==> config.mk <==
export PLATFORM = sky130hd
export DESIGN_NAME = asp_serial_port
export DESIGN_NICKNAME = d
export VERILOG_FILES = /design/src/shared/asp_pkg.sv /design/src/asp_serial_port.sv
export SDC_FILE = /design/constraint.sdc
export NUM_CORES = 1
export LEC_CHECK = 0
export ABC_CLOCK_PERIOD_IN_PS = 3790
export BUFFER_PORTS_ARGS = -buffer_cell sky130_fd_sc_hd__buf_2
export CAP_MARGIN = 15
export CORE_MARGIN = 10
export CORE_UTILIZATION = 45
export CTS_CLUSTER_SIZE = 8
export DETAILED_ROUTE_END_ITERATION = 10
export MAX_ROUTING_LAYER = met4
export SETUP_SLACK_MARGIN = 0.02
export SLEW_MARGIN = 20
export SYNTH_ARGS = -nofsm -noshare
export SYNTH_HDL_FRONTEND = slang
export SYNTH_SLANG_ARGS = --single-unit
==> constraint.sdc <==
create_clock -name i_mclk -period 3.79 [get_ports i_mclk]
set_input_delay 0.1895 -clock i_mclk [delete_from_list [all_inputs] [get_ports i_mclk]]
set_output_delay 0.1895 -clock i_mclk [all_outputs]
set_load 0.02 [all_outputs]
==> src/shared/asp_pkg.sv <==
// constants, register map and field layout of the asynchronous serial port
//
// What this block does
// - two instances exist; the secondary one has only its serial in and out lines, no flow control.
// - a baud divider set by software divides the clock into separate receive and transmit enables.
// - every frame is one start bit, eight data bits and one or two stop bits as configured.
// - parity is even, odd or none; when used, one parity bit sits between data and stop.
// - the line carries start, then data from bit 7 down to bit 0, then parity, then stop.
// - transmit and receive each have their own identical first-in first-out queue.
// - the transmitter takes a byte from its queue, frames it and shifts it out at the set rate.
// - the receiver samples the line, strips the framing bits and puts the byte in its queue.
// - every received character is checked for stop bits, and for parity when enabled; an error sets its status flag, which raises the interrupt only if unmasked.
// - echo, local loopback and remote loopback diagnostic modes are available.
// - flow control acts only when software enables it; otherwise clear-to-send is ignored.
// - with flow control on, a new character starts only while clear-to-send is asserted.
// - with flow control on, request-to-send is asserted only while the receive queue has room.
`default_nettype none

package asp_pkg;

	// ------------------------------------------------------------------
	// register byte addresses
	// ------------------------------------------------------------------
	localparam logic [7:0] ASP_OFS_DATA     = 8'h00;
	localparam logic [7:0] ASP_OFS_CTRL     = 8'h04;
	localparam logic [7:0] ASP_OFS_BAUD     = 8'h08;
	localparam logic [7:0] ASP_OFS_STATUS   = 8'h0C;
	localparam logic [7:0] ASP_OFS_IRQ_STAT = 8'h10;
	localparam logic [7:0] ASP_OFS_IRQ_MASK = 8'h14;

	// ------------------------------------------------------------------
	// control register fields
	// ------------------------------------------------------------------
	localparam int ASP_CTRL_STOP2   = 0;
	localparam int ASP_CTRL_PAR_EN  = 1;
	localparam int ASP_CTRL_PAR_ODD = 2;
	localparam int ASP_CTRL_MODE_LO = 3;
	localparam int ASP_CTRL_FLOW_EN = 5;
	localparam int ASP_CTRL_W       = 6;

	// diagnostic modes in ctrl[4:3]
	typedef enum logic [1:0] {
		ASP_MODE_NORMAL = 2'b00,
		ASP_MODE_ECHO   = 2'b01,
		ASP_MODE_LOCAL  = 2'b10,
		ASP_MODE_REMOTE = 2'b11
	} asp_mode_t;

	// ------------------------------------------------------------------
	// status and interrupt fields
	// ------------------------------------------------------------------
	localparam int ASP_ST_TX_FULL  = 0;
	localparam int ASP_ST_TX_EMPTY = 1;
	localparam int ASP_ST_RX_FULL  = 2;
	localparam int ASP_ST_RX_EMPTY = 3;
	localparam int ASP_ST_TX_BUSY  = 4;
	localparam int ASP_ST_RX_BUSY  = 5;

	localparam int ASP_IRQ_PARITY  = 0;
	localparam int ASP_IRQ_FRAMING = 1;
	localparam int ASP_IRQ_OVERRUN = 2;
	localparam int ASP_IRQ_RX_DATA = 3;
	localparam int ASP_IRQ_W       = 4;

	// ------------------------------------------------------------------
	// reset values and timing
	// ------------------------------------------------------------------
	localparam logic [ASP_CTRL_W-1:0] ASP_CTRL_RST = 6'h00;
	localparam logic [15:0]           ASP_BAUD_RST = 16'h0035;
	localparam logic [ASP_IRQ_W-1:0]  ASP_MASK_RST = 4'h0;
	localparam logic [3:0]            ASP_OS_LAST  = 4'hF;
	localparam logic [3:0]            ASP_OS_MID   = 4'h7;

endpackage : asp_pkg

`default_nettype wire

==> src/asp_serial_port.sv <==
// asynchronous serial port: baud divider, queues, framer, deframer, registers
//
// Implementation choices: the strobed register port and the register offsets.
`default_nettype none

module asp_serial_port
	import asp_pkg::*;
#(
	parameter int DEPTH     = 16,
	parameter int FLOW_PINS = 1,
	parameter int RTS_FREE  = 4
) (
	// clock and reset
	input  wire logic        i_mclk,
	input  wire logic        i_reset_n,
	// register port
	input  wire logic [7:0]  i_addr,
	input  wire logic [31:0] i_wdata,
	input  wire logic        i_wr,
	input  wire logic        i_rd,
	output logic      [31:0] o_rdata,
	// interrupt
	output logic             o_irq,
	// serial line
	input  wire logic        i_serial_in,
	output logic             o_serial_out,
	// flow control
	input  wire logic        i_cts,
	output logic             o_rts
);

	localparam int AW = $clog2(DEPTH);

	typedef enum logic [4:0] {
		ASP_S_IDLE  = 5'b00001,
		ASP_S_START = 5'b00010,
		ASP_S_DATA  = 5'b00100,
		ASP_S_PAR   = 5'b01000,
		ASP_S_STOP  = 5'b10000
	} asp_state_t;

	// ------------------------------------------------------------------
	// declarations
	// ------------------------------------------------------------------
	logic [ASP_CTRL_W-1:0] ctrl_q,     ctrl_d;
	logic [15:0]           baud_q,     baud_d;
	logic [ASP_IRQ_W-1:0]  stat_q,     stat_d;
	logic [ASP_IRQ_W-1:0]  mask_q,     mask_d;
	logic [31:0]           rdata_q,    rdata_d;
	logic                  irq_q,      irq_d;
	logic [15:0]           div_q,      div_d;
	logic [3:0]            sub_q,      sub_d;
	logic                  rx_tick,    tx_tick;
	logic [7:0]            tx_mem     [DEPTH];
	logic [7:0]            rx_mem     [DEPTH];
	logic [AW:0]           txw_q,      txw_d,     txr_q,   txr_d;
	logic [AW:0]           rxw_q,      rxw_d,     rxr_q,   rxr_d;
	logic [AW:0]           tx_cnt,     rx_cnt;
	logic                  tx_full,    tx_empty,  rx_full, rx_empty;
	logic                  tx_push,    tx_pop,    rx_push, rx_pop;
	asp_state_t            ts_q,       ts_d,      rs_q,    rs_d;
	logic [7:0]            tsh_q,      tsh_d,     rsh_q,   rsh_d;
	logic [2:0]            tbit_q,     tbit_d,    rbit_q,  rbit_d;
	logic                  tpar_q,     tpar_d,    rpar_q,  rpar_d;
	logic                  tstop_q,    tstop_d,   rstop_q, rstop_d;
	logic                  tline_q,    tline_d;
	logic [3:0]            ros_q,      ros_d;
	logic                  rperr_q,    rperr_d;
	logic                  rdone,      rferr;
	logic                  out_q,      out_d,     rts_q,   rts_d;
	logic                  flow_on,    rx_in;
	asp_mode_t             mode;

	assign mode    = asp_mode_t'(ctrl_q[ASP_CTRL_MODE_LO +: 2]);
	assign flow_on = (FLOW_PINS != 0) && ctrl_q[ASP_CTRL_FLOW_EN];
	assign rx_in   = (mode == ASP_MODE_LOCAL) ? tline_q : i_serial_in;

	// ------------------------------------------------------------------
	// baud generator: 16x receive enable, 1x transmit enable
	// ------------------------------------------------------------------
	always_comb begin
		rx_tick = (div_q == 16'h0000);
		tx_tick = rx_tick && (sub_q == ASP_OS_LAST);
		div_d   = rx_tick ? baud_q : div_q - 16'h0001;
		sub_d   = rx_tick ? sub_q + 4'h1 : sub_q;
	end

	always_ff @(posedge i_mclk or negedge i_reset_n) begin
		if (!i_reset_n) begin
			div_q <= 16'h0000;
			sub_q <= 4'h0;
		end else begin
			div_q <= div_d;
			sub_q <= sub_d;
		end
	end

	// ------------------------------------------------------------------
	// queues
	// ------------------------------------------------------------------
	always_comb begin
		tx_cnt   = txw_q - txr_q;
		rx_cnt   = rxw_q - rxr_q;
		tx_full  = (tx_cnt == (AW+1)'(DEPTH));
		rx_full  = (rx_cnt == (AW+1)'(DEPTH));
		tx_empty = (tx_cnt == '0);
		rx_empty = (rx_cnt == '0);
		tx_push  = i_wr && (i_addr == ASP_OFS_DATA) && !tx_full;
		rx_pop   = i_rd && (i_addr == ASP_OFS_DATA) && !rx_empty;
		rx_push  = rdone && (mode != ASP_MODE_REMOTE) && !rx_full;
		txw_d    = tx_push ? txw_q + 1'b1 : txw_q;
		txr_d    = tx_pop ? txr_q + 1'b1 : txr_q;
		rxw_d    = rx_push ? rxw_q + 1'b1 : rxw_q;
		rxr_d    = rx_pop ? rxr_q + 1'b1 : rxr_q;
	end

	always_ff @(posedge i_mclk) begin
		if (tx_push) begin
			tx_mem[txw_q[AW-1:0]] <= i_wdata[7:0];
		end
		if (rx_push) begin
			rx_mem[rxw_q[AW-1:0]] <= rsh_q;
		end
	end

	always_ff @(posedge i_mclk or negedge i_reset_n) begin
		if (!i_reset_n) begin
			txw_q <= '0;
			txr_q <= '0;
			rxw_q <= '0;
			rxr_q <= '0;
		end else begin
			txw_q <= txw_d;
			txr_q <= txr_d;
			rxw_q <= rxw_d;
			rxr_q <= rxr_d;
		end
	end

	// ------------------------------------------------------------------
	// transmitter
	// ------------------------------------------------------------------
	always_comb begin
		ts_d    = ts_q;
		tsh_d   = tsh_q;
		tbit_d  = tbit_q;
		tpar_d  = tpar_q;
		tstop_d = tstop_q;
		tline_d = tline_q;
		tx_pop  = 1'b0;
		if (tx_tick) begin
			unique case (ts_q)
				ASP_S_IDLE: begin
					tline_d = 1'b1;
					// echo and remote loopback own the line, so the framer holds off
					if (!tx_empty && (!flow_on || i_cts) && (mode[0] == 1'b0)) begin
						tx_pop  = 1'b1;
						tsh_d   = tx_mem[txr_q[AW-1:0]];
						tline_d = 1'b0;
						tpar_d  = ctrl_q[ASP_CTRL_PAR_ODD];
						ts_d    = ASP_S_START;
					end
				end
				ASP_S_START: begin
					tline_d = tsh_q[7];
					tpar_d  = tpar_q ^ tsh_q[7];
					tsh_d   = {tsh_q[6:0], 1'b0};
					tbit_d  = 3'd7;
					ts_d    = ASP_S_DATA;
				end
				ASP_S_DATA: begin
					if (tbit_q == 3'd0) begin
						tstop_d = ctrl_q[ASP_CTRL_STOP2];
						if (ctrl_q[ASP_CTRL_PAR_EN]) begin
							tline_d = tpar_q;
							ts_d    = ASP_S_PAR;
						end else begin
							tline_d = 1'b1;
							ts_d    = ASP_S_STOP;
						end
					end else begin
						tline_d = tsh_q[7];
						tpar_d  = tpar_q ^ tsh_q[7];
						tsh_d   = {tsh_q[6:0], 1'b0};
						tbit_d  = tbit_q - 3'd1;
					end
				end
				ASP_S_PAR: begin
					tline_d = 1'b1;
					ts_d    = ASP_S_STOP;
				end
				ASP_S_STOP: begin
					tline_d = 1'b1;
					if (tstop_q) begin
						tstop_d = 1'b0;
					end else begin
						ts_d = ASP_S_IDLE;
					end
				end
			endcase
		end
	end

	always_ff @(posedge i_mclk or negedge i_reset_n) begin
		if (!i_reset_n) begin
			ts_q    <= ASP_S_IDLE;
			tsh_q   <= 8'h00;
			tbit_q  <= 3'd0;
			tpar_q  <= 1'b0;
			tstop_q <= 1'b0;
			tline_q <= 1'b1;
		end else begin
			ts_q    <= ts_d;
			tsh_q   <= tsh_d;
			tbit_q  <= tbit_d;
			tpar_q  <= tpar_d;
			tstop_q <= tstop_d;
			tline_q <= tline_d;
		end
	end

	// ------------------------------------------------------------------
	// receiver: 16x oversampling, bits taken at mid-cell
	// ------------------------------------------------------------------
	always_comb begin
		rs_d    = rs_q;
		rsh_d   = rsh_q;
		rbit_d  = rbit_q;
		rpar_d  = rpar_q;
		rstop_d = rstop_q;
		ros_d   = ros_q;
		rperr_d = rperr_q;
		rdone   = 1'b0;
		rferr   = 1'b0;
		if (rx_tick) begin
			ros_d = ros_q + 4'h1;
			unique case (rs_q)
				ASP_S_IDLE: begin
					ros_d = 4'h0;
					if (!rx_in) begin
						rs_d = ASP_S_START;
					end
				end
				ASP_S_START: begin
					if (ros_q == ASP_OS_MID) begin
						ros_d   = 4'h0;
						rbit_d  = 3'd7;
						rpar_d  = ctrl_q[ASP_CTRL_PAR_ODD];
						rperr_d = 1'b0;
						rs_d    = rx_in ? ASP_S_IDLE : ASP_S_DATA;
					end
				end
				ASP_S_DATA: begin
					if (ros_q == ASP_OS_LAST) begin
						rsh_d  = {rsh_q[6:0], rx_in};
						rpar_d = rpar_q ^ rx_in;
						rbit_d = rbit_q - 3'd1;
						if (rbit_q == 3'd0) begin
							rstop_d = ctrl_q[ASP_CTRL_STOP2];
							rs_d    = ctrl_q[ASP_CTRL_PAR_EN] ? ASP_S_PAR : ASP_S_STOP;
						end
					end
				end
				ASP_S_PAR: begin
					if (ros_q == ASP_OS_LAST) begin
						rperr_d = rpar_q ^ rx_in;
						rs_d    = ASP_S_STOP;
					end
				end
				ASP_S_STOP: begin
					if (ros_q == ASP_OS_LAST) begin
						if (!rx_in) begin
							rferr = 1'b1;
							rdone = 1'b1;
							rs_d  = ASP_S_IDLE;
						end else if (rstop_q) begin
							rstop_d = 1'b0;
						end else begin
							rdone = 1'b1;
							rs_d  = ASP_S_IDLE;
						end
					end
				end
			endcase
		end
	end

	always_ff @(posedge i_mclk or negedge i_reset_n) begin
		if (!i_reset_n) begin
			rs_q    <= ASP_S_IDLE;
			rsh_q   <= 8'h00;
			rbit_q  <= 3'd0;
			rpar_q  <= 1'b0;
			rstop_q <= 1'b0;
			ros_q   <= 4'h0;
			rperr_q <= 1'b0;
		end else begin
			rs_q    <= rs_d;
			rsh_q   <= rsh_d;
			rbit_q  <= rbit_d;
			rpar_q  <= rpar_d;
			rstop_q <= rstop_d;
			ros_q   <= ros_d;
			rperr_q <= rperr_d;
		end
	end

	// ------------------------------------------------------------------
	// registers, interrupt and pins
	// ------------------------------------------------------------------
	always_comb begin
		ctrl_d  = ctrl_q;
		baud_d  = baud_q;
		mask_d  = mask_q;
		stat_d  = stat_q;
		rdata_d = 32'h0000_0000;
		if (i_wr) begin
			unique case (i_addr)
				ASP_OFS_CTRL:     ctrl_d = i_wdata[ASP_CTRL_W-1:0];
				ASP_OFS_BAUD:     baud_d = i_wdata[15:0];
				ASP_OFS_IRQ_MASK: mask_d = i_wdata[ASP_IRQ_W-1:0];
				ASP_OFS_IRQ_STAT: stat_d = stat_q & ~i_wdata[ASP_IRQ_W-1:0];
				default: ;
			endcase
		end
		// hardware events win over a same-cycle clear
		stat_d[ASP_IRQ_PARITY]  = stat_d[ASP_IRQ_PARITY] | (rdone && rperr_q);
		stat_d[ASP_IRQ_FRAMING] = stat_d[ASP_IRQ_FRAMING] | rferr;
		stat_d[ASP_IRQ_OVERRUN] = stat_d[ASP_IRQ_OVERRUN] | (rdone && rx_full &&
			(mode != ASP_MODE_REMOTE));
		stat_d[ASP_IRQ_RX_DATA] = stat_d[ASP_IRQ_RX_DATA] | rx_push;
		if (i_rd) begin
			unique case (i_addr)
				ASP_OFS_DATA:     rdata_d = rx_pop ? {24'h00_0000, rx_mem[rxr_q[AW-1:0]]}
				                                   : 32'h0000_0000;
				ASP_OFS_CTRL:     rdata_d[ASP_CTRL_W-1:0] = ctrl_q;
				ASP_OFS_BAUD:     rdata_d[15:0] = baud_q;
				ASP_OFS_STATUS:   rdata_d[5:0] = {rs_q != ASP_S_IDLE, ts_q != ASP_S_IDLE,
				                                  rx_empty, rx_full, tx_empty, tx_full};
				ASP_OFS_IRQ_STAT: rdata_d[ASP_IRQ_W-1:0] = stat_q;
				ASP_OFS_IRQ_MASK: rdata_d[ASP_IRQ_W-1:0] = mask_q;
				default: ;
			endcase
		end
		irq_d = |(stat_d & mask_d);
		// echo and remote loopback mirror the incoming line; local keeps the pin idle
		unique case (mode)
			ASP_MODE_NORMAL: out_d = tline_d;
			ASP_MODE_LOCAL:  out_d = 1'b1;
			default:         out_d = i_serial_in;
		endcase
		rts_d = flow_on && (((AW+1)'(DEPTH) - rx_cnt) >= (AW+1)'(RTS_FREE));
	end

	always_ff @(posedge i_mclk or negedge i_reset_n) begin
		if (!i_reset_n) begin
			ctrl_q  <= ASP_CTRL_RST;
			baud_q  <= ASP_BAUD_RST;
			mask_q  <= ASP_MASK_RST;
			stat_q  <= '0;
			rdata_q <= 32'h0000_0000;
			irq_q   <= 1'b0;
			out_q   <= 1'b1;
			rts_q   <= 1'b0;
		end else begin
			ctrl_q  <= ctrl_d;
			baud_q  <= baud_d;
			mask_q  <= mask_d;
			stat_q  <= stat_d;
			rdata_q <= rdata_d;
			irq_q   <= irq_d;
			out_q   <= out_d;
			rts_q   <= rts_d;
		end
	end

	assign o_rdata      = rdata_q;
	assign o_irq        = irq_q;
	assign o_serial_out = out_q;
	assign o_rts        = rts_q;

endmodule : asp_serial_port

`default_nettype wire

* Yosys cells after proc, flatten, opt, wreduce, memory -nomap -nowiden *
Memories as Yosys holds them, arrays and structs flattened.
Index checks and enable logic that the tools add are counted.

storage, ports and cells
  input bits = 46
  memory bits (writable) = 256
  output and inout port bits = 35
  logic and storage cells = 206
  flip-flop bits (word level) = 147
  memories kept = 2

memories
  memory  words  width  read ports  clocked after memory_dff  write ports  line                   source
  rx_mem  16     8      1           0                         1            asp_serial_port.sv:55  logic [7:0] rx_mem [DEPTH];
  tx_mem  16     8      1           0                         1            asp_serial_port.sv:54  logic [7:0] tx_mem [DEPTH];

operators by class
  add/sub/neg operators = 12
  bitwise gates (word level) = 10
  eq/ne operators = 36
  order comparisons = 1
  muxes and demuxes = 73
  reductions and logical operators = 45

operators with widths
  kind                                                 count
  2-to-1 mux 5 bit                                     12
  one-hot mux 5 bit (5 select lines)                   2
  2-to-1 mux 16 bit                                    2
  2-to-1 mux 1 bit                                     31
  2-to-1 mux 8 bit                                     3
  != test 2 bit (second input constant)                12
  one-hot mux 4 bit (6 select lines)                   1
  one-hot mux 8 bit (3 select lines)                   1
  adder 5 x 1 -> 5 bit (second input constant)         4
  == test 5 bit (second input constant)                4
  2-to-1 mux 4 bit                                     5
  one-hot mux 10 bit (2 select lines)                  1
  == test 8 x 4 -> 1 bit (second input constant)       2
  == test 8 x 5 -> 1 bit (second input constant)       2
  zero test 16 bit                                     1
  AND reduction 4 bit                                  4
  subtractor 16 x 1 -> 16 bit (second input constant)  1
  logical AND 1 bit                                    13
  2-to-1 mux 3 bit                                     4
  one-hot mux 3 bit (2 select lines)                   2
  == test 5 x 1 -> 1 bit (second input constant)       2
  == test 5 x 2 -> 1 bit (second input constant)       2
  == test 5 x 3 -> 1 bit (second input constant)       2
  == test 5 x 4 -> 1 bit (second input constant)       2
  other kinds (35)                                     62

* Depth between registers and ports, before layout *
Gate-level depths: netlist (run 1).

  depth in word-level cells = 11
  gate-level depth with buffers = 14

* Least setup slack after synthesis (run 1) *
No wires, ideal clock.

  kind = reg-to-reg
  start = reg rxr_q[1]
  end = mem rx_mem[3][0], enable pin
  stages on the path, launching flop included = 13
  required time = 3395 ps
  setup slack = 102 ps
  arrival time = 3294 ps
  cell sequence = dfrtp_1 > clkbuf_1 > buf_1 > inv_1 > ha_1 > a21o_1 > a21oi_1 > xnor2_1 > nor3_1 > ha_1 > a21oi_1 > nand2_2 > nor4_1

on the way
  word-level cells in the longest chain between the ends = 6

ends and longest elaborated chain
  what                                    line                    source
  start, declared                         asp_serial_port.sv:57   logic [AW:0] rxw_q, rxw_d, rxr_q, rxr_d;
  start signal, assigned                  asp_serial_port.sv:136  rxr_q <= rxr_d;
  subtractor 5 bit                        asp_serial_port.sv:103  rx_cnt = rxw_q - rxr_q;
  == test 5 bit                           asp_serial_port.sv:105  rx_full = (rx_cnt == (AW+1)'(DEPTH));
  zero test 1 bit                         asp_serial_port.sv:110  rx_push = rdone && (mode != ASP_MODE_REMOTE) && !rx_full;
  logical AND 1 bit                       asp_serial_port.sv:110
  2-to-1 mux 1 bit                        asp_serial_port.sv:121  if (rx_push) begin
  2-to-1 mux 1 bit (not written as such)  asp_serial_port.sv:122  rx_mem[rxw_q[AW-1:0]] <= rsh_q;
  end, declared                           asp_serial_port.sv:55

Every way passes these cells.

* Worst setup path in the final report (run 1) *
  start = reg rxw_q[0]
  end = mem rx_mem[9][4], enable pin

on the way
  word-level cells in the longest chain between the ends = 6

ends and longest elaborated chain
  what                                    line                    source
  start, declared                         asp_serial_port.sv:57
  start signal, assigned                  asp_serial_port.sv:135  rxw_q <= rxw_d;
  subtractor 5 bit                        asp_serial_port.sv:103
  == test 5 bit                           asp_serial_port.sv:105
  zero test 1 bit                         asp_serial_port.sv:110
  logical AND 1 bit                       asp_serial_port.sv:110
  2-to-1 mux 1 bit                        asp_serial_port.sv:121
  2-to-1 mux 1 bit (not written as such)  asp_serial_port.sv:122

Several ways; a longest one is shown, not always the timed one.

==> results.sh, run 1 <==
export IMPL_totalWireLength_microns=37200
export IMPL_slew_headroom_pct=38.6
export IMPL_gp_congestion=0.887
export IMPL_path_buf_inv=2
export IMPL_maxCapViolCount=0
export IMPL_cts_sinks=387
export IMPL_vdd_ir_drop_max_mv=0.394
export IMPL_cellLeakagePower_uw=0.00755
export IMPL_cp_data_required_time_ns=4.04
export IMPL_tns_ns=0
export IMPL_cts_tree="built"
export IMPL_initial_core_util_pct=45.9
export IMPL_grt_pass1_wl_microns=58300
export IMPL_clockRootBuffer="clkbuf_16"
export IMPL_worst_pin_slew_ns=0.921
export IMPL_hold_buffers=13
export IMPL_vias=9580
export IMPL_rsz0062_at_grt="false"
export IMPL_syn_avg_cell_area_sq_um=15.3
export IMPL_cp_end_kind="flip-flop"
export IMPL_drtAntennaViolNets=0
export IMPL_drc=0
export IMPL_pin_count=81
export IMPL_layout_drive_gt1_share_pct=22.9
export IMPL_drt_wirelength_per_cell_microns=21.6
export IMPL_synth_warnings=0
export IMPL_mostFrequentLayoutCell="edfxtp_1"
export IMPL_dp_hpwl_microns=24400
export IMPL_ys_seq_elements=387
export IMPL_start_kind="flip-flop"
export IMPL_synth_fa_ha_area_share_pct=2.12
export IMPL_synth_edf_count=256
export IMPL_coreArea_sq_um=36800
export IMPL_final_cell_mix="edfxtp_1, dfrtp_1, nand2_1"
export IMPL_hold_path_class="in2reg"
export IMPL_fin_nets=1286
export IMPL_path_class="reg2reg"
export IMPL_clk_latency_ns=0.62
export IMPL_fin_crit_ns=3.42
export IMPL_cp_top_family="simple AND/OR/NAND/NOR gates"
export IMPL_antenna_found_initial=1
export IMPL_die_y_microns=214
export IMPL_synth_xor_area_share_pct=1.85
export IMPL_grt_max_degree=87
export IMPL_die_x_microns=214
export IMPL_synthArstFlopShare_pct=33.9
export IMPL_synth_area_sq_um=16900
export IMPL_firstDrtPassIters=5
export IMPL_skew_ns=0.0429
export IMPL_grt_usage_pct=17.3
export IMPL_max_stage_delay_ns=0.46
export IMPL_final_setup_viol_count=0
export IMPL_crit_slowest_cell="and2_1"
export IMPL_crit_fanout=9
export IMPL_path_cells="inv_1 > ha_1 > inv_1 > fa_1 > a21o_1 > a21oi_1 > xnor2_1 > ha_1 > a21oi_1 > nand2_2 > nor3b_2 > and2_1"
export IMPL_hold_viol_final=0
export IMPL_synth_simple_area_share_pct=8.90
export IMPL_fin_util_pct=52.8
export IMPL_cp_arrival_ns=3.67
export IMPL_outcome="finished, final reports clean"
export IMPL_netlist_instances=1106
export IMPL_clk_pin_slew_worst_paths_ns=0.05
export IMPL_cts_htree_levels=2
export IMPL_syn_to_final_growth_pct=15.1
export IMPL_post_cts_buffers=0
export IMPL_cts_resized_gates=0
export IMPL_synth_top_family_by_area="multiplexers"
export IMPL_gr_total_overflow=0
export IMPL_cts_path_max_buffers=3
export IMPL_routed_via_density=5.55
export IMPL_die_area_sq_um=45700
export IMPL_synth_seq_area_share_pct=65.0
export IMPL_synth_compound_gate_area_share_pct=5.63
export IMPL_synth_mux_area_fraction_pct=13.6
export IMPL_drv_slew=0
export IMPL_period_share_pct=90.2
export IMPL_ys_flop_type="edfxtp_1"
export IMPL_numCtsBuffers=54
export IMPL_fmax_mhz=292
export IMPL_netlist_cell_type_count=80
export IMPL_placement_rows=70
export IMPL_io_buffers=48
export IMPL_grt_pass1_vias=9909
export IMPL_powerDensity_nw_per_um2=504
export IMPL_drt_initial_drc_count=724
[synth_stat cells, types with 4 or more instances]
cell	count	area, sq um
nor2b_1	6	37.5
and3b_1	4	35.0
a21oi_1	26	130
nand2b_1	8	50.1
nor4_1	12	75.1
dfrtp_1	123	3080
a22oi_1	7	52.6
mux4_2	72	1620
nand3_1	19	95.1
a221oi_1	11	96.3
xor2_1	6	52.6
o22ai_1	8	50.1
clkbuf_1	26	97.6
dfstp_2	8	210
o211ai_1	4	30.0
xnor2_1	27	236
nor2_1	58	218
or3_1	4	25.0
mux2i_1	16	160
and2_1	19	119
nand4_1	10	62.6
mux2_2	43	484
o21ai_0	34	170
nand3b_1	4	30.0
buf_6	4	45.0
buf_4	17	128
and3_1	16	100
buf_2	10	50.1
edfxtp_1	256	7690
nor3_1	22	110
inv_1	40	150
a31oi_1	9	56.3
nand2_1	76	285
ha_1	27	338
[where the power goes]
group          internal, uW  total [uW]  leakage [uW]  switching (uW)
registers              4620        4750       0.00424             130
clock network          2720        4520      0.000760            1790
logic                   226         532       0.00255             306
total                  7570        9800       0.00755            2230
[state kept, by name, indices dropped and copies added (netlist names), 3 cells and up]
name     count
rx_mem     128
tx_mem     128
baud_q      16
div_q       16
o_rdata     16
rsh_q        8
tsh_q        8
ctrl_q       6
rs_q         5
rxr_q        5
rxw_q        5
ts_q         5
txr_q        5
txw_q        5
mask_q       4
ros_q        4
stat_q       4
sub_q        4
rbit_q       3
tbit_q       3
[cells by family after synthesis]
| logic type | after synthesis |
|---|---|
| xor gates and xnor gates | 34 |
| AOI/OAI and AO/OA | 138 |
| and+or+nand+nor | 284 |
| buffers and inverters | 101 |
| other | 1 |
| DFF | 387 |
| muxes | 133 |
| adders and majority gates | 28 |
[per-layer routing]
metal	share of wire (%)	wire, microns	global-route usage (%)	vias to the layer above
li1	-	-	-	4429
met1	45	16600	22.6	4866
met2	48	17800	26.6	210
met3	4.9	1820	3.49	75
met4	3.0	1100	6.06	0
met5	0	0	-	-
[path summary, 6_finish.rpt]
path                                            from                endpoint  slack (ns)  cells after the start
worst max-delay path            rxw_q[0]$_DFFE_PN0P_  rx_mem[9][4]$_DFFE_PP_        0.37                     12
worst min-delay path                      i_wdata[7]  tx_mem[9][7]$_DFFE_PP_        0.03                      1
min in group asynchronous                  i_reset_n    tsh_q[6]$_DFFE_PN0P_        0.22                      2
worst max register to register  rxw_q[0]$_DFFE_PN0P_  rx_mem[9][4]$_DFFE_PP_        0.37                     12
worst min register to register  sub_q[3]$_DFFE_PN0P_    sub_q[3]$_DFFE_PN0P_        0.48                      1
max in group asynchronous                  i_reset_n   baud_q[2]$_DFFE_PN1P_        2.69                      3
[layout make-up]
cell class                 instances  area (sq um)
clock buffer                      97          1530
multi-input combinational        633          5480
timing repair buffer              94           624
fill                            3067         17300
inverter                          42           158
antenna                            1          2.50
sequential                       387         11000
clock inverter                     3          80.1
tap                              468           586
[metrics by stage]
stage          hold slack, ns  instance area, sq um  total power [uW]  instances  worst slack (ns)
3_3_place_gp            0.315                 17700              5330       1611             0.491
5_1_grt                0.0238                 19400             10200       1725            0.0947
3_5_place_dp            0.321                 17700              5350       1611             0.420
4_1_cts                0.0101                 19400              9900       1724             0.406
6_report               0.0338                 19400              9800       1725             0.370
2_1_floorplan          -0.106                 16900              5170       1121             0.102
Power figures use the tool's default switching activity.
==> run 2: changes to the inputs <==
--- a/config.mk
+++ b/config.mk
@@ -8,6 +8,7 @@
 export ABC_CLOCK_PERIOD_IN_PS = 3790
 export BUFFER_PORTS_ARGS = -buffer_cell sky130_fd_sc_hd__buf_2
 export CAP_MARGIN = 15
+export CORE_ASPECT_RATIO = 1.5
 export CORE_MARGIN = 10
 export CORE_UTILIZATION = 45
 export CTS_CLUSTER_SIZE = 8
==> run 2 against run 1 <==
First-iteration DRC count fell by 14%. Utilization is 0.18 points lower. Setup slack better by 0.0059 ns. Global-route usage up 0.30 points. Count of clock-buffer cells in the layout up 1. Sequential power barely moved. Critical path depth stayed put. Combinational power fell by 1%. Sequential share of layout area did not move. Die area up 0.35%. Non-clock buffer count grew 2. Critical path type unchanged.
==> results.sh, run 2 (synthesized netlist as in run 1, its figures left out) <==
export IMPL_antenna_found_initial=2
export IMPL_gr_total_overflow=0
export IMPL_fmax_mhz=293
export IMPL_cp_data_required_time_ns=4.00
export IMPL_rsz0062_at_grt="false"
export IMPL_final_cell_mix="edfxtp_1, dfrtp_1, nand2_1"
export IMPL_dp_hpwl_microns=26500
export IMPL_layout_drive_gt1_share_pct=23.1
export IMPL_reg2reg_slack_ns=0.38
export IMPL_clockRootBuffer="clkbuf_16"
export IMPL_cp_end_kind="flip-flop"
export IMPL_placement_rows=86
export IMPL_drt_initial_drc_count=625
export IMPL_maxCapViolCount=0
export IMPL_fin_nets=1288
export IMPL_firstDrtPassIters=5
export IMPL_post_cts_buffers=0
export IMPL_final_seq_area_sq_um=11000
export IMPL_mostFrequentLayoutCell="edfxtp_1"
export IMPL_num_fill_cells=3055
export IMPL_totalWireLength_microns=38700
export IMPL_syn_to_final_growth_pct=15.1
export IMPL_drtAntennaViolNets=0
export IMPL_grt_max_degree=82
export IMPL_grt_usage_pct=17.6
export IMPL_fin_crit_ns=3.41
export IMPL_powerDensity_nw_per_um2=500
export IMPL_cellLeakagePower_uw=0.00755
export IMPL_skew_ns=0.0136
export IMPL_vias=9596
export IMPL_total_power_uw=9720
export IMPL_die_x_microns=178
export IMPL_io_buffers=48
export IMPL_outcome="finished, final reports clean"
export IMPL_grt_pass1_wl_microns=60100
export IMPL_clk_pin_slew_worst_paths_ns=0.05
export IMPL_grt_pass1_vias=10200
export IMPL_multi_input_area_sq_um=5480
export IMPL_initial_core_util_pct=45.7
export IMPL_drt_wirelength_per_cell_microns=22.2
export IMPL_routed_via_density=5.50
export IMPL_path_class="reg2reg"
export IMPL_drc=0
export IMPL_die_y_microns=257
export IMPL_numCtsBuffers=54
export IMPL_vdd_ir_drop_max_mv=0.393
export IMPL_coreArea_sq_um=36900
export IMPL_hold_viol_final=0
export IMPL_crit_fanout=9
export IMPL_tns_ns=0
export IMPL_start_kind="flip-flop"
export IMPL_pin_count=81
export IMPL_slew_headroom_pct=45.9
export IMPL_period_share_pct=90.1
export IMPL_worst_pin_slew_ns=0.812
export IMPL_cts_path_max_buffers=3
export IMPL_final_setup_viol_count=0
export IMPL_gp_congestion=0.854
export IMPL_cts_tree="built"
export IMPL_cts_sinks=387
export IMPL_cp_arrival_ns=3.62
export IMPL_drv_slew=0
export IMPL_clk_latency_ns=0.58
export IMPL_cts_htree_levels=2
export IMPL_die_area_sq_um=45800
export IMPL_hold_path_class="in2reg"
-- run 2: changes by cell type in the layout (fill, tap and decap cells not counted), sizes merged --
cell         before  now
buf              81   85
clkbuf           97   98
clkinv            2    1
diode             1    2
dlygate4sd3      13   11
inv              43   45
-- run 2: power breakdown --
part / internal [uW] / switching [uW] / total [uW]
clock network: 2680 / 1750 / 4440
registers: 4620 / 134 / 4750
logic: 222 / 303 / 525
-- run 2: path summary, 6_finish.rpt --
kind                                 startpoint                      to  cells past startpoint
max                        rxw_q[0]$_DFFE_PN0P_  rx_mem[6][6]$_DFFE_PP_                     12
min                                  i_wdata[6]  tx_mem[6][6]$_DFFE_PP_                      1
max reg2reg                rxw_q[0]$_DFFE_PN0P_  rx_mem[6][6]$_DFFE_PP_                     12
min reg2reg                sub_q[3]$_DFFE_PN0P_    sub_q[3]$_DFFE_PN0P_                      1
max in group asynchronous             i_reset_n  o_serial_out$_DFF_PN1_                      3
min in group asynchronous             i_reset_n     rs_q[4]$_DFFE_PN0P_                      2
-- run 2: timing repair --
action	4_1_cts	5_1_grt
hold buffers	11	0
endpoints found under the hold margin	83	0
gates resized for setup	0	0
-- run 2: routing by layer --
metal / vias to the layer above / share of wire (%) / global-route usage (%)
li1: 4435 / - / -
met1: 4894 / 40 / 20.2
met2: 189 / 53 / 30.2
met3: 78 / 3.5 / 2.65
met4: 0 / 3.8 / 7.01
met5: - / 0 / -
-- run 2: per-stage QoR --
| step | setup WS, ns | hold slack [ns] | area (sq um) | cells | util, % |
|---|---|---|---|---|---|
| floorplan | 0.102 | -0.106 | 16900 | 1121 | - |
| global placement | 0.458 | 0.284 | 17700 | 1631 | 48.1 |
| detailed placement | 0.365 | 0.316 | 17700 | 1631 | 48.1 |
| CTS | 0.358 | 0.00257 | 19400 | 1744 | 52.7 |
| global route | 0.110 | 0.0158 | 19400 | 1746 | 52.7 |
| finish | 0.376 | 0.0246 | 19400 | 1746 | 52.7 |
-- run 2: area by class of cell --
cell class,count,share of cell area [%]
Sequential cell,387,56.5
Multi-Input combinational cell,633,28.2
Inverter,42,0.811
Timing Repair Buffer,96,3.26
Antenna cell,2,0.0257
Tap cell,484,3.12
Clock inverter,4,0.335
Clock buffer,98,7.80
-- run 2: critical path: stages (launching register included) --
cell and delay [ns]:
dfrtp_1 0.40, inv_1 0.16, ha_1 0.17, inv_1 0.05, fa_1 0.40, a21o_1 0.17, a21oi_1 0.19, xnor2_1 0.12
ha_1 0.24, a21oi_1 0.22, nand2_2 0.21, nor3b_2 0.26, and2_1 0.44
==> run 3: changes to the inputs <==
--- a/config.mk
+++ b/config.mk
@@ -8,7 +8,7 @@
 export ABC_CLOCK_PERIOD_IN_PS = 3790
 export BUFFER_PORTS_ARGS = -buffer_cell sky130_fd_sc_hd__buf_2
 export CAP_MARGIN = 15
-export CORE_ASPECT_RATIO = 1.5
+export CORE_ASPECT_RATIO = 1.1
 export CORE_MARGIN = 10
 export CORE_UTILIZATION = 45
 export CTS_CLUSTER_SIZE = 8
==> run 3 against run 2 <==
Clock power about the same. Cell count rose by 0.52%. Highest routed layer unchanged. Final area about the same. First-iteration DRC count grew 11%. Critical endpoint is now rx_mem[5][5]$_DFFE_PP_. Count of clock-buffer cells in the layout up 2. Global-route usage decreased by 0.33 points. Non-clock buffer count fell by 1. Largest power group unchanged.
==> results.sh, run 3 (synthesized netlist as in run 1, its figures left out) <==
export IMPL_die_y_microns=223
export IMPL_clk_latency_ns=0.58
export IMPL_max_stage_delay_ns=0.43
export IMPL_rsz0062_at_grt="false"
export IMPL_routed_via_density=5.47
export IMPL_maxCapViolCount=0
export IMPL_crit_slowest_cell="and2_1"
export IMPL_cp_top_family="simple AND/OR/NAND/NOR gates"
export IMPL_die_x_microns=205
export IMPL_cts_tree="built"
export IMPL_cp_end_kind="flip-flop"
export IMPL_dp_hpwl_microns=25400
export IMPL_powerDensity_nw_per_um2=499
export IMPL_grt_usage_pct=17.3
export IMPL_cellLeakagePower_uw=0.00754
export IMPL_gr_total_overflow=0
export IMPL_cts_htree_levels=2
export IMPL_final_setup_viol_count=0
export IMPL_mostFrequentLayoutCell="edfxtp_1"
export IMPL_initial_core_util_pct=45.5
export IMPL_post_cts_buffers=0
export IMPL_layout_drive_gt1_share_pct=23.3
export IMPL_final_cell_mix="edfxtp_1, dfrtp_1, nand2_1"
export IMPL_skew_ns=0.0206
export IMPL_drtAntennaViolNets=0
export IMPL_grt_pass1_vias=9917
export IMPL_clk_pin_slew_worst_paths_ns=0.05
export IMPL_outcome="finished, final reports clean"
export IMPL_pin_count=81
export IMPL_path_class="reg2reg"
export IMPL_path_cells="inv_1 > ha_1 > inv_1 > fa_1 > a21o_1 > a21oi_1 > xnor2_1 > ha_1 > a21oi_1 > nand2_2 > nor3b_2 > and2_1"
export IMPL_die_area_sq_um=45700
export IMPL_hold_slack_ns=0.0417
export IMPL_clockRootBuffer="clkbuf_16"
export IMPL_fin_nets=1287
export IMPL_r2r_start="rxw_q[0]$_DFFE_PN0P_"
export IMPL_drt_initial_drc_count=692
export IMPL_gp_congestion=0.862
export IMPL_slew_headroom_pct=36.4
export IMPL_firstDrtPassIters=5
export IMPL_fmax_mhz=291
export IMPL_grt_pass1_wl_microns=58900
export IMPL_io_buffers=48
export IMPL_worst_pin_slew_ns=0.946
export IMPL_start_kind="flip-flop"
export IMPL_numCtsBuffers=54
export IMPL_coreArea_sq_um=37100
export IMPL_totalWireLength_microns=37600
export IMPL_syn_to_final_growth_pct=15.2
export IMPL_cts_sinks=387
export IMPL_hold_path_class="in2reg"
export IMPL_cts_resized_gates=0
export IMPL_cts_path_max_buffers=3
export IMPL_drt_wirelength_per_cell_microns=21.4
export IMPL_vdd_ir_drop_max_mv=0.466
export IMPL_drv_slew=0
export IMPL_antenna_found_initial=3
export IMPL_period_share_pct=90.6
export IMPL_min_delay_start="i_rd"
export IMPL_drc=0
export IMPL_vias=9599
export IMPL_grt_max_degree=95
export IMPL_tns_ns=0
export IMPL_cp_arrival_ns=3.65
export IMPL_startpoint="rxw_q[0]$_DFFE_PN0P_"
export IMPL_fin_crit_ns=3.43
export IMPL_hold_viol_final=0
export IMPL_reg2reg_slack_ns=0.36
export IMPL_crit_fanout=9
export IMPL_path_buf_inv=2
export IMPL_placement_rows=74
export IMPL_cp_data_required_time_ns=4.00
-- run 3: final timing paths --
kind	endpoint	cells past startpoint
worst max-delay path	rx_mem[5][5]$_DFFE_PP_	12
worst min-delay path	o_rdata[8]$_DFF_PN0_	2
worst max register to register	rx_mem[5][5]$_DFFE_PP_	12
worst min register to register	rbit_q[0]$_DFFE_PN0P_	1
max in group asynchronous	rs_q[0]$_DFFE_PN1P_	3
min in group asynchronous	o_rdata[12]$_DFF_PN0_	2
-- run 3: area by class of cell --
class,count,area [sq um]
diodes,3,7.51
clock buffers,100,1560
multi-input cells,633,5500
inverters,42,158
flip-flops and latches,387,11000
repair buffers,95,627
clock inverters,1,8.76
well taps,494,618
fillers,3060,17700
-- run 3: per-stage QoR --
| stage | cells | cell area, sq um | power [uW] | util [%] | setup WS (ns) |
|---|---|---|---|---|---|
| floorplan | 1121 | 16900 | 5170 | - | 0.102 |
| global placement | 1640 | 17800 | 5330 | 47.9 | 0.473 |
| detailed placement | 1640 | 17800 | 5350 | 47.9 | 0.368 |
| CTS | 1752 | 19400 | 9820 | 52.4 | 0.354 |
| global route | 1755 | 19500 | 10100 | 52.4 | 0.0978 |
| finish | 1755 | 19500 | 9710 | 52.4 | 0.355 |
-- run 3: where the power goes --
group,internal [uW],switching [uW],total (uW)
Sequential,4620,131,4750
Combinational,223,305,529
Clock,2720,1710,4420
Total,7560,2140,9710
-- run 3: what timing repair did --
item,CTS,global route
hold buffers,11,0
hold endpoints to repair,96,0
setup endpoints to repair,0,0
-- run 3: layer usage --
layer / routed length, microns / share of wire, % / track usage [%]
met3: 1720 / 4.6 / 3.87
met5: 0 / 0 / -
met4: 932 / 2.5 / 5.33
met1: 16600 / 44 / 22.1
met2: 18400 / 49 / 27.0
